File: src/shared/acsp_pkg.sv
// constants, register map and reset values of the cell slave port
// assumes a single 10 MHz bus clock; link pins are sampled by it
//
// What this block does
// - on own transmit address, drive tx cell-available showing a ready cell
// - once enabled, send cell bytes on tx data, first byte with start-of-cell
// - tx queue event high while room for a whole cell-packet remains
// - tx queue takes 32-bit words; fourteen words make one cell-packet
// - first word write of a cell clears the tx queue event
// - tx event returns at once if room for another cell-packet remains
// - tx cell-available only while a complete cell sits in the queue or a cell is still being sent
// - without a following cell, drop tx cell-available the cycle after cell end
// - with tx enable inactive, hold off the next byte and next cell
// - rx queue is drained by 32-bit word reads on the rx event
// - rx cell-available one cycle after our address, high if cell space exists
// - capture from rx start-of-cell, pack bytes to words, store in rx queue
// - rx queue event high once a complete cell is held
// - first read of a cell clears the rx queue event
// - rx event returns only when the next complete cell is present
// - without space for another cell, drop rx cell-available from the second byte of the cell on
// - multi-phy mode bit enables addressing and resets to one
// - in multi-phy mode a 5-bit slave id sets our address on both buses
// - unselected, cell-available is not driven, nor tx start-of-cell and tx data unless tx_send is set
// - in single-phy mode the slave answers without any address
// - enables active low; rx sampled, tx driven on rising link clock edges
package acsp_pkg;
  localparam int          CELL_WORDS = 14;
  localparam int          CELL_BYTES = 56;
  localparam logic [3:0]  LAST_WORD  = 4'hd;
  localparam logic [5:0]  LAST_BYTE  = 6'h37;
  // register byte offsets
  localparam logic [7:0]  OFF_TXQ    = 8'h00;
  localparam logic [7:0]  OFF_RXQ    = 8'h04;
  localparam logic [7:0]  OFF_CTRL   = 8'h08;
  localparam logic [7:0]  OFF_STAT   = 8'h0c;
  // control fields
  localparam int          CTRL_SLAVE_ID_LSB = 0;
  localparam int          CTRL_MULTI_PHY_ENABLE_BIT = 8;
  localparam logic        RST_MULTI_PHY_ENABLE   = 1'b1;
  localparam logic [4:0]  RST_SLAVE_ID   = 5'h00;
  // status fields
  localparam int          STAT_TXEV_BIT   = 0;
  localparam int          STAT_RXEV_BIT   = 1;
  localparam int          STAT_TXCELL_LSB = 8;
  localparam int          STAT_RXCELL_LSB = 12;
  localparam int          STAT_TXCNT_LSB  = 16;
  localparam int          STAT_RXCNT_LSB  = 24;
endpackage

File: src/hdl/acsp_sync.sv
// two-stage synchroniser for a group of link pins
// assumes the pins change independently of clk_i
`timescale 1ns/1ps
module acsp_sync
  import acsp_pkg::*;
#(
  parameter int W = 8
)
(
  // clock and reset
  input  wire logic         clk_i,
  input  wire logic         rst_n_i,
  // pins in, synchronised out
  input  wire logic [W-1:0] pin_i,
  output logic      [W-1:0] sync_o
);
  typedef struct packed {
    logic [W-1:0] s1;
    logic [W-1:0] s2;
  } acsp_sync_st_t;

  acsp_sync_st_t s_r;
  acsp_sync_st_t s_nxt;

  always_comb
  begin
    s_nxt    = s_r;
    s_nxt.s1 = pin_i;
    s_nxt.s2 = s_r.s1;
  end

  always_ff @(posedge clk_i)
  begin
    if (!rst_n_i)
      s_r <= '0;
    else
      s_r <= s_nxt;
  end

  assign sync_o = s_r.s2;
endmodule

File: src/hdl/acsp_wfifo.sv
// word queue with occupancy count
// assumes push is never presented while full, nor pop while empty
`timescale 1ns/1ps
module acsp_wfifo
  import acsp_pkg::*;
#(
  parameter int DW    = 32,
  parameter int DEPTH = 56,
  parameter int AW    = $clog2(DEPTH)
)
(
  // clock and reset
  input  wire logic          clk_i,
  input  wire logic          rst_n_i,
  // fill side
  input  wire logic          push_i,
  input  wire logic [DW-1:0] wdata_i,
  // drain side
  input  wire logic          pop_i,
  output logic      [DW-1:0] rdata_o,
  // state
  output logic               full_o,
  output logic               empty_o,
  output logic      [AW:0]   count_o
);
  typedef struct packed {
    logic [AW-1:0] wp;
    logic [AW-1:0] rp;
    logic [AW:0]   cnt;
  } acsp_fifo_st_t;

  acsp_fifo_st_t s_r;
  acsp_fifo_st_t s_nxt;
  logic [DW-1:0] mem [DEPTH];
  logic          do_push;
  logic          do_pop;

  assign full_o  = (s_r.cnt == (AW+1)'(DEPTH));
  assign empty_o = (s_r.cnt == '0);
  assign do_push = push_i && !full_o;
  assign do_pop  = pop_i && !empty_o;

  always_comb
  begin
    s_nxt = s_r;
    if (do_push)
      s_nxt.wp = (s_r.wp == AW'(DEPTH-1)) ? '0 : s_r.wp + AW'(1);
    if (do_pop)
      s_nxt.rp = (s_r.rp == AW'(DEPTH-1)) ? '0 : s_r.rp + AW'(1);
    s_nxt.cnt = s_r.cnt + (AW+1)'(do_push) - (AW+1)'(do_pop);
  end

  always_ff @(posedge clk_i)
  begin
    if (!rst_n_i)
      s_r <= '0;
    else
      s_r <= s_nxt;
  end

  always_ff @(posedge clk_i)
  begin
    if (do_push)
      mem[s_r.wp] <= wdata_i;
  end

  assign rdata_o = mem[s_r.rp];
  assign count_o = s_r.cnt;
endmodule

File: src/hdl/acsp_top.sv
// cell slave port: word queues on the bus side, byte link on the pins
// assumes link clocks far slower than clk_i; pins sampled through two flops
`timescale 1ns/1ps
module acsp_top
  import acsp_pkg::*;
#(
  parameter int QUEUE_WORDS = 56
)
(
  // clock and reset
  input  wire logic        clk_i,
  input  wire logic        rst_n_i,
  // register port
  input  wire logic [7:0]  reg_addr_i,
  input  wire logic [31:0] reg_wdata_i,
  input  wire logic        reg_wr_i,
  input  wire logic        reg_rd_i,
  output logic      [31:0] reg_rdata_o,
  // queue events
  output logic             tx_queue_event_o,
  output logic             rx_queue_event_o,
  // transmit link
  input  wire logic        tx_link_clock_i,
  input  wire logic [4:0]  tx_addr_in_i,
  input  wire logic        tx_enable_n_i,
  output logic             tx_cell_avail_o,
  output logic             tx_cell_avail_oe_o,
  output logic             tx_start_of_cell_o,
  output logic      [7:0]  tx_data_out_o,
  output logic             tx_data_oe_o,
  // receive link
  input  wire logic        rx_link_clock_i,
  input  wire logic [4:0]  rx_addr_in_i,
  input  wire logic        rx_enable_n_i,
  input  wire logic        rx_start_of_cell_i,
  input  wire logic [7:0]  rx_data_in_i,
  output logic             rx_cell_avail_o,
  output logic             rx_cell_avail_oe_o
);
  localparam int QW = $clog2(QUEUE_WORDS) + 1;

  typedef struct packed {
    logic [31:0] rdata;
    logic        txev;
    logic        rxev;
    logic        multi_phy_enable;
    logic [4:0]  slave_id;
    logic [3:0]  tx_wcnt;
    logic [3:0]  tx_cells;
    logic [3:0]  rx_rcnt;
    logic [3:0]  rx_cells;
    logic        txc_prev;
    logic        rxc_prev;
    logic        tx_send;
    logic [5:0]  tx_bcnt;
    logic [31:0] tx_word;
    logic [7:0]  tx_data;
    logic        tx_soc;
    logic        tx_oe;
    logic        tx_clav;
    logic        tx_clav_oe;
    logic        rx_recv;
    logic [5:0]  rx_bcnt;
    logic [23:0] rx_word;
    logic        rx_clav;
    logic        rx_clav_oe;
  } acsp_st_t;

  localparam acsp_st_t ST_RST = '{multi_phy_enable: RST_MULTI_PHY_ENABLE, slave_id: RST_SLAVE_ID, default: '0};

  acsp_st_t s_r;
  acsp_st_t s_nxt;

  // synchronised pins
  logic [6:0]    tsync;
  logic [15:0]   rsync;
  logic          t_clk;
  logic [4:0]    t_addr;
  logic          t_enb_n;
  logic          r_clk;
  logic [4:0]    r_addr;
  logic          r_enb_n;
  logic          r_soc;
  logic [7:0]    r_data;

  // queue hookup
  logic          txq_push;
  logic          txq_pop;
  logic [31:0]   txq_rdata;
  logic          txq_full;
  logic [QW-1:0] txq_cnt;
  logic          rxq_push;
  logic [31:0]   rxq_wdata;
  logic          rxq_pop;
  logic [31:0]   rxq_rdata;
  logic          rxq_empty;
  logic [QW-1:0] rxq_cnt;

  // per-cycle decisions
  logic          txe;
  logic          rxe;
  logic          tx_match;
  logic          rx_match;
  logic          tx_first_wr;
  logic          rx_first_rd;
  logic          tx_done;
  logic          tx_start;
  logic          rx_done;
  logic          tx_room;
  logic          rx_room;
  logic [QW-1:0] tx_pend;
  logic [QW-1:0] rx_rem;
  logic [5:0]    k;

  acsp_sync #(
    .W (7)
  ) u_tx_sync (
    .clk_i   (clk_i),
    .rst_n_i (rst_n_i),
    .pin_i   ({tx_enable_n_i, tx_addr_in_i, tx_link_clock_i}),
    .sync_o  (tsync)
  );

  acsp_sync #(
    .W (16)
  ) u_rx_sync (
    .clk_i   (clk_i),
    .rst_n_i (rst_n_i),
    .pin_i   ({rx_data_in_i, rx_start_of_cell_i, rx_enable_n_i,
               rx_addr_in_i, rx_link_clock_i}),
    .sync_o  (rsync)
  );

  assign t_clk   = tsync[0];
  assign t_addr  = tsync[5:1];
  assign t_enb_n = tsync[6];
  assign r_clk   = rsync[0];
  assign r_addr  = rsync[5:1];
  assign r_enb_n = rsync[6];
  assign r_soc   = rsync[7];
  assign r_data  = rsync[15:8];

  acsp_wfifo #(
    .DW    (32),
    .DEPTH (QUEUE_WORDS)
  ) u_txq (
    .clk_i   (clk_i),
    .rst_n_i (rst_n_i),
    .push_i  (txq_push),
    .wdata_i (reg_wdata_i),
    .pop_i   (txq_pop),
    .rdata_o (txq_rdata),
    .full_o  (txq_full),
    .empty_o (),
    .count_o (txq_cnt)
  );

  acsp_wfifo #(
    .DW    (32),
    .DEPTH (QUEUE_WORDS)
  ) u_rxq (
    .clk_i   (clk_i),
    .rst_n_i (rst_n_i),
    .push_i  (rxq_push),
    .wdata_i (rxq_wdata),
    .pop_i   (rxq_pop),
    .rdata_o (rxq_rdata),
    .full_o  (),
    .empty_o (rxq_empty),
    .count_o (rxq_cnt)
  );

  // rising link clock edges, seen on the bus clock
  assign txe = t_clk && !s_r.txc_prev;
  assign rxe = r_clk && !s_r.rxc_prev;
  assign tx_match = !s_r.multi_phy_enable || (t_addr == s_r.slave_id);
  assign rx_match = !s_r.multi_phy_enable || (r_addr == s_r.slave_id);

  // space left once the cell being written is finished
  assign tx_pend = (s_r.tx_wcnt == 4'h0) ? '0 : QW'(CELL_WORDS) - QW'(s_r.tx_wcnt);
  assign tx_room = (QW'(QUEUE_WORDS) - txq_cnt) >= (tx_pend + QW'(CELL_WORDS));
  assign rx_rem  = s_r.rx_recv ? QW'(CELL_WORDS) - QW'(s_r.rx_bcnt[5:2]) : '0;
  assign rx_room = (QW'(QUEUE_WORDS) - rxq_cnt) >= (rx_rem + QW'(CELL_WORDS));

  always_comb
  begin
    s_nxt       = s_r;
    s_nxt.rdata = '0;
    txq_push    = 1'b0;
    txq_pop     = 1'b0;
    rxq_push    = 1'b0;
    rxq_pop     = 1'b0;
    rxq_wdata   = '0;
    tx_first_wr = 1'b0;
    rx_first_rd = 1'b0;
    tx_done     = 1'b0;
    tx_start    = 1'b0;
    rx_done     = 1'b0;
    k           = 6'h00;

    // register writes
    if (reg_wr_i && reg_addr_i == OFF_TXQ && !txq_full)
    begin
      txq_push    = 1'b1;
      tx_first_wr = (s_r.tx_wcnt == 4'h0);
      if (s_r.tx_wcnt == LAST_WORD)
      begin
        s_nxt.tx_wcnt = 4'h0;
        tx_done       = 1'b1;
      end
      else
        s_nxt.tx_wcnt = s_r.tx_wcnt + 4'h1;
    end
    if (reg_wr_i && reg_addr_i == OFF_CTRL)
    begin
      s_nxt.multi_phy_enable = reg_wdata_i[CTRL_MULTI_PHY_ENABLE_BIT];
      s_nxt.slave_id = reg_wdata_i[CTRL_SLAVE_ID_LSB +: 5];
    end

    // register reads, answered next cycle
    if (reg_rd_i)
    begin
      if (reg_addr_i == OFF_RXQ && !rxq_empty)
      begin
        rxq_pop     = 1'b1;
        s_nxt.rdata = rxq_rdata;
        rx_first_rd = (s_r.rx_rcnt == 4'h0);
        s_nxt.rx_rcnt = (s_r.rx_rcnt == LAST_WORD) ? 4'h0 : s_r.rx_rcnt + 4'h1;
      end
      else if (reg_addr_i == OFF_CTRL)
      begin
        s_nxt.rdata[CTRL_MULTI_PHY_ENABLE_BIT]      = s_r.multi_phy_enable;
        s_nxt.rdata[CTRL_SLAVE_ID_LSB +: 5] = s_r.slave_id;
      end
      else if (reg_addr_i == OFF_STAT)
      begin
        s_nxt.rdata[STAT_TXEV_BIT]        = s_r.txev;
        s_nxt.rdata[STAT_RXEV_BIT]        = s_r.rxev;
        s_nxt.rdata[STAT_TXCELL_LSB +: 4] = s_r.tx_cells;
        s_nxt.rdata[STAT_RXCELL_LSB +: 4] = s_r.rx_cells;
        s_nxt.rdata[STAT_TXCNT_LSB +: 8]  = 8'(txq_cnt);
        s_nxt.rdata[STAT_RXCNT_LSB +: 8]  = 8'(rxq_cnt);
      end
    end

    // transmit link
    s_nxt.txc_prev = t_clk;
    if (txe)
    begin
      s_nxt.tx_clav_oe = tx_match;
      s_nxt.tx_clav = (s_r.tx_cells != 4'h0)
                   || (s_r.tx_send && s_r.tx_bcnt != LAST_BYTE);
      // enable high freezes byte and start-of-cell
      if (s_r.tx_send && !t_enb_n && s_r.tx_bcnt != LAST_BYTE)
      begin
        s_nxt.tx_bcnt = s_r.tx_bcnt + 6'h01;
        s_nxt.tx_soc  = 1'b0;
        if (s_nxt.tx_bcnt[1:0] == 2'h0)
        begin
          txq_pop       = 1'b1;
          s_nxt.tx_data = txq_rdata[31:24];
          s_nxt.tx_word = {txq_rdata[23:0], 8'h00};
        end
        else
        begin
          s_nxt.tx_data = s_r.tx_word[31:24];
          s_nxt.tx_word = {s_r.tx_word[23:0], 8'h00};
        end
      end
      // last byte taken: next cell may follow back to back
      else if (!t_enb_n && tx_match && s_r.tx_cells != 4'h0)
      begin
        tx_start      = 1'b1;
        txq_pop       = 1'b1;
        s_nxt.tx_send = 1'b1;
        s_nxt.tx_bcnt = 6'h00;
        s_nxt.tx_soc  = 1'b1;
        s_nxt.tx_data = txq_rdata[31:24];
        s_nxt.tx_word = {txq_rdata[23:0], 8'h00};
      end
      else if (!t_enb_n)
      begin
        s_nxt.tx_send = 1'b0;
        s_nxt.tx_soc  = 1'b0;
      end
      s_nxt.tx_oe = tx_match || s_nxt.tx_send;
    end

    // receive link
    s_nxt.rxc_prev = r_clk;
    if (rxe)
    begin
      s_nxt.rx_clav_oe = rx_match;
      s_nxt.rx_clav    = rx_room;
      if (!r_enb_n && (r_soc || s_r.rx_recv))
      begin
        k = r_soc ? 6'h00 : s_r.rx_bcnt;
        if (k[1:0] == 2'h3)
        begin
          rxq_push      = 1'b1;
          rxq_wdata     = {s_r.rx_word, r_data};
          s_nxt.rx_word = '0;
        end
        else
          s_nxt.rx_word = {s_r.rx_word[15:0], r_data};
        if (k == LAST_BYTE)
        begin
          s_nxt.rx_recv = 1'b0;
          s_nxt.rx_bcnt = 6'h00;
          rx_done       = 1'b1;
        end
        else
        begin
          s_nxt.rx_recv = 1'b1;
          s_nxt.rx_bcnt = k + 6'h01;
        end
      end
    end

    // cell counts and events
    s_nxt.tx_cells = s_r.tx_cells + 4'(tx_done) - 4'(tx_start);
    s_nxt.rx_cells = s_r.rx_cells + 4'(rx_done) - 4'(rx_first_rd);
    s_nxt.txev = !tx_first_wr && tx_room;
    s_nxt.rxev = rx_first_rd ? rx_done : (s_nxt.rx_cells != 4'h0);
  end

  always_ff @(posedge clk_i)
  begin
    if (!rst_n_i)
      s_r <= ST_RST;
    else
      s_r <= s_nxt;
  end

  assign reg_rdata_o        = s_r.rdata;
  assign tx_queue_event_o   = s_r.txev;
  assign rx_queue_event_o   = s_r.rxev;
  assign tx_cell_avail_o    = s_r.tx_clav;
  assign tx_cell_avail_oe_o = s_r.tx_clav_oe;
  assign tx_start_of_cell_o = s_r.tx_soc;
  assign tx_data_out_o      = s_r.tx_data;
  assign tx_data_oe_o       = s_r.tx_oe;
  assign rx_cell_avail_o    = s_r.rx_clav;
  assign rx_cell_avail_oe_o = s_r.rx_clav_oe;
endmodule

File: config.mk
export PLATFORM = sky130hd
export DESIGN_NAME = acsp_top
export DESIGN_NICKNAME = d
export VERILOG_FILES = /design/src/shared/acsp_pkg.sv /design/src/hdl/acsp_sync.sv /design/src/hdl/acsp_wfifo.sv /design/src/hdl/acsp_top.sv
export SDC_FILE = /design/constraint.sdc
export NUM_CORES = 2
export LEC_CHECK = 0
export BUFFER_PORTS_ARGS = -buffer_cell sky130_fd_sc_hd__buf_2
export CAP_MARGIN = 20
export CORE_AREA = 2 2 547 549
export DETAILED_ROUTE_END_ITERATION = 16
export DIE_AREA = 0 0 549 551
export PLACE_DENSITY = 0.76
export SYNTH_ARGS = -nofsm -noshare
export SYNTH_HDL_FRONTEND = slang
export SYNTH_SLANG_ARGS = --single-unit
File: constraint.sdc
create_clock -name clk_i -period 4.8 [get_ports clk_i]
set_input_delay 0.72 -clock clk_i [delete_from_list [all_inputs] [get_ports clk_i]]
set_output_delay 0.72 -clock clk_i [all_outputs]
set_load 0.01 [all_outputs]
==> reports/results.tsv <==
stage	metric	value	unit
floorplanning	Die Width	549	µm
floorplanning	core area	296000	µm²
finish	register area	112000	µm²
sta	max-slew violations	0	
critical_path	worst path bufs/invs	3	
floorplanning	row count	200	
clock_network	setup bufs post-CTS	0	
critical_path	critical path type	reg2reg	
finish	Final Instance Count excl. Fillers	12000	
global_routing	gr ovfl total	0	
yosys	Synth area leaders	edfxtp_1, mux4_2, dfxtp_1	
floorplanning	Initial Utilization	49.8	%
sta	RSZ-0062 raised after global routing	false	
yosys	top cell type's share of synthesized area	72.9	%
pwr	Worst VDD drop	0.351	mV
sta	WHS	38.4	ps
sta	final hold violation count	0	
finish	design area	168000	µm²
routing	DRC violations left	0	
clock_network	H-tree depth	5	
pwr	Sw Ratio	20.0	%
routing	drt first pass iters	8	
global_routing	first-pass GRT wire length	541	mm
global_routing	initial antenna violation count	26	
status	run status	finished, final reports clean	
yosys	most frequent cell after synthesis	edfxtp_1	
sta	Final period util	83.8	%
critical_path	Largest stage delay, worst path	440	ps
clock_network	CTS Hold Bufs	13	
finish	Layout area overhead	13.6	%
routing	DRT antenna net count	0	
critical_path	Critical Path RT	5630	ps
pwr	Reg power frac	54.9	%
critical_path	worst-path cell chain	inv_1 > ha_1 > nor3b_1 > or3_1 > o211ai_2 > nand2_1 > inv_1 > ha_1 > inv_1 > ha_1 > fa_1 > nand2b_1 > a21oi_1 > o21ai_0 > a21oi_1 > or3_1 > a21oi_1	
placement	IO buf count	114	
sta	worst slew pin tran	1270	ps
finish	area of the multi-input gates	33800	µm²
critical_path	crit path DAT	4850	ps
pwr	Leak	49.0	nW
hold_path	Worst Hold Class	in2reg	
finish	share of cells above drive strength 1	24.6	%
global_routing	total routing usage reported by global routing	24.6	%
yosys	Mapped Area	148000	µm²
routing	vias per cell	6.41	
clock_network	Max Root-Sink Buffers	4	
routing	final WL	376	mm
yosys	Synth Area per Inst	20.1	µm²
sta	Setup TNS	0	ps
routing	initial DRC count	11000	
critical_path	Critical Path Slowest Stage Cell	fa_1	
sta	setup ws final	780	ps
yosys	Syn. warnings	0	
critical_path	Crit Path Max Fanout	9	
job	# Max-Cap Violations	0	
sta	# setup viols final	0	
pwr	share of total power in the clock network	43.8	%
yosys	synth cell count leaders	edfxtp_1, mux4_2, mux2i_1, nand2_1, nor2_1	
pwr	combinational fraction of design power	1.3	%
yosys	share of the yosys chip area belonging to registers	76.0	%
pwr	Power Total	65.9	mW
clock_network	CTS resizes	0	
placement	Placer Congestion	0.907	
clock_network	clk sinks	3814	
sta	Max Clock Skew	65.7	ps
yosys	ys flop type	edfxtp_1	
placement	dpl cell area	155000	µm²
sta	Max-slew headroom	14.1	%
pwr	total internal power	52.7	mW
pwr	Cell Pwr Density	393	nW/µm²
floorplanning	Die H	551	µm
yosys	FFs w/ async S/R, synth	0	%
routing	DR WL/cell	31.3	µm
finish	Core Util, Final	56.6	%
placement	Cells after DPL	11300	
clock_network	TritonCTS Buffers	371	
yosys	Post-Synthesis Cells	7347	
clock_network	Clock transition at path regs	60	ps
routing	routed vias	77000	
critical_path	CP Launch Type	flop	
finish	fillers	20800	
finish	fin nets	7881	
global_routing	largest net degree at the start of global routing	105	
critical_path	Top delay family on crit path	simple AND/OR/NAND/NOR gates	
yosys	Distinct cells, synth	81	
critical_path	crit end category	flop	
floorplanning	die area	302000	µm²
placement	dpl hpwl	219	mm
yosys	area leader, netlist	edfxtp_1	
yosys	number of synthesized flops with an enable pin	3584	
sta	clock period minus final worst setup slack	4020	ps
pwr	switching pwr	13.2	mW
sta	Fmax	249	MHz
clock_network	CTS tree	built	
clock_network	Root Buffer	clkbuf_16	
global_routing	vias in the first global route	77300	
clock_network	clock latency on the worst-skew pair	950	ps
placement	worst slack, placed	671	ps
yosys	Synth Register Bits	3814	
floorplanning	IO Pins	115	
## worst reg2reg max path, stage by stage, from the launching register on
cell	delay (ps)
dfxtp_1	340
inv_1	70
ha_1	200
nor3b_1	150
or3_1	420
o211ai_2	370
nand2_1	280
inv_1	230
ha_1	150
inv_1	40
ha_1	200
fa_1	440
nand2b_1	100
a21oi_1	80
o21ai_0	210
a21oi_1	110
or3_1	340
a21oi_1	150
## metal layers
layer	vias up	GRT usage [%]	wire length (µm)
met5	-	0	57
met4	10	10.6	18200
met3	883	5.12	38500
met2	4945	40.5	185000
met1	40100	31.7	134000
li1	31000	-	-
## sequential cells by signal, summed over array words and instances (netlist names), 7 cells and up, named ones only
register and count:
tx_data_out_o 8, s_r 86, u_rx_sync.s_nxt 16, u_txq.count_o 7, u_rx_sync.sync_o 16, reg_rdata_o 32
u_txq.s_r 12, u_tx_sync.sync_o 7, u_rxq.count_o 7, u_tx_sync.s_nxt 7, u_txq.mem 1792, u_rxq.mem 1792
u_rxq.s_r 12
## worst paths after layout
path                                    startpoint                   to  slack, ps  cells after the start
worst max-delay path                       s_r[96]     u_txq.count_o[6]        780                     17
worst min-delay path               rx_data_in_i[6]  u_rx_sync.s_nxt[14]         40                      2
worst max register to register             s_r[96]     u_txq.count_o[6]        780                     17
worst min register to register  u_rx_sync.s_nxt[9]  u_rx_sync.sync_o[9]        430                      1
## power groups by stage
| stage | registers, mW | clock network, mW | logic (mW) |
|---|---|---|---|
| after global placement | 36.9 | 0 | 0.765 |
| after CTS | 36.2 | 29.1 | 0.822 |
| final | 36.2 | 28.8 | 0.845 |
| after global routing | 36.2 | 30.3 | 0.916 |
| after detailed placement | 36.9 | 0 | 0.805 |
| after floorplan | 36.9 | 0 | 0.381 |
## layout make-up
class / count / area share, %
Clock buffer: 467 / 5.87
Multi-Input combinational cell: 3035 / 20.2
Inverter: 53 / 0.119
Tap cell: 3939 / 2.94
Timing Repair Buffer: 470 / 2.59
Sequential cell: 3814 / 67.0
Antenna cell: 13 / 0.0194
Clock inverter: 215 / 1.33
## kinds of logic after synthesis
logic type / synth area share (%)
buffers and inverters: 1.66
flip-flops: 76.0
AO/OA/AOI/OAI: 3.08
other: 0.00254
multiplexers: 14.8
XOR/XNOR: 0.350
adder cells (fa/ha/maj): 0.605
AND/OR/NAND/NOR: 3.44
## layout by cell type (no fill, tap or decap), types with 21 or more instances in the layout
master,Yosys,final
nand2_1,268,268
buf_4,92,258
nand4_1,37,37
nor2_1,238,124
nor3_1,32,32
clkbuf_16,0,374
clkinv_1,2,76
buf_2,133,113
a21oi_1,149,149
o211ai_1,25,25
nor2b_1,48,45
buf_12,0,84
o22ai_1,74,74
edfxtp_1,3584,3584
a22oi_1,145,145
nor2_4,0,111
o21ai_0,83,83
dfxtp_1,230,219
and2_1,77,77
inv_1,50,48
mux2i_1,367,367
mux4_2,780,780
xnor2_1,36,36
mux2_2,55,55
nand3b_1,31,31
a31oi_1,31,31
nand3_1,119,119
bufinv_16,0,31
xor2_1,23,23
a32oi_1,21,21
clkbuf_1,173,80
ha_1,65,64
nor4_1,33,33
and3_1,51,43
clkinv_2,0,65
nand2b_1,26,26
a211oi_1,26,26
(Power assumes the default switching activity.)
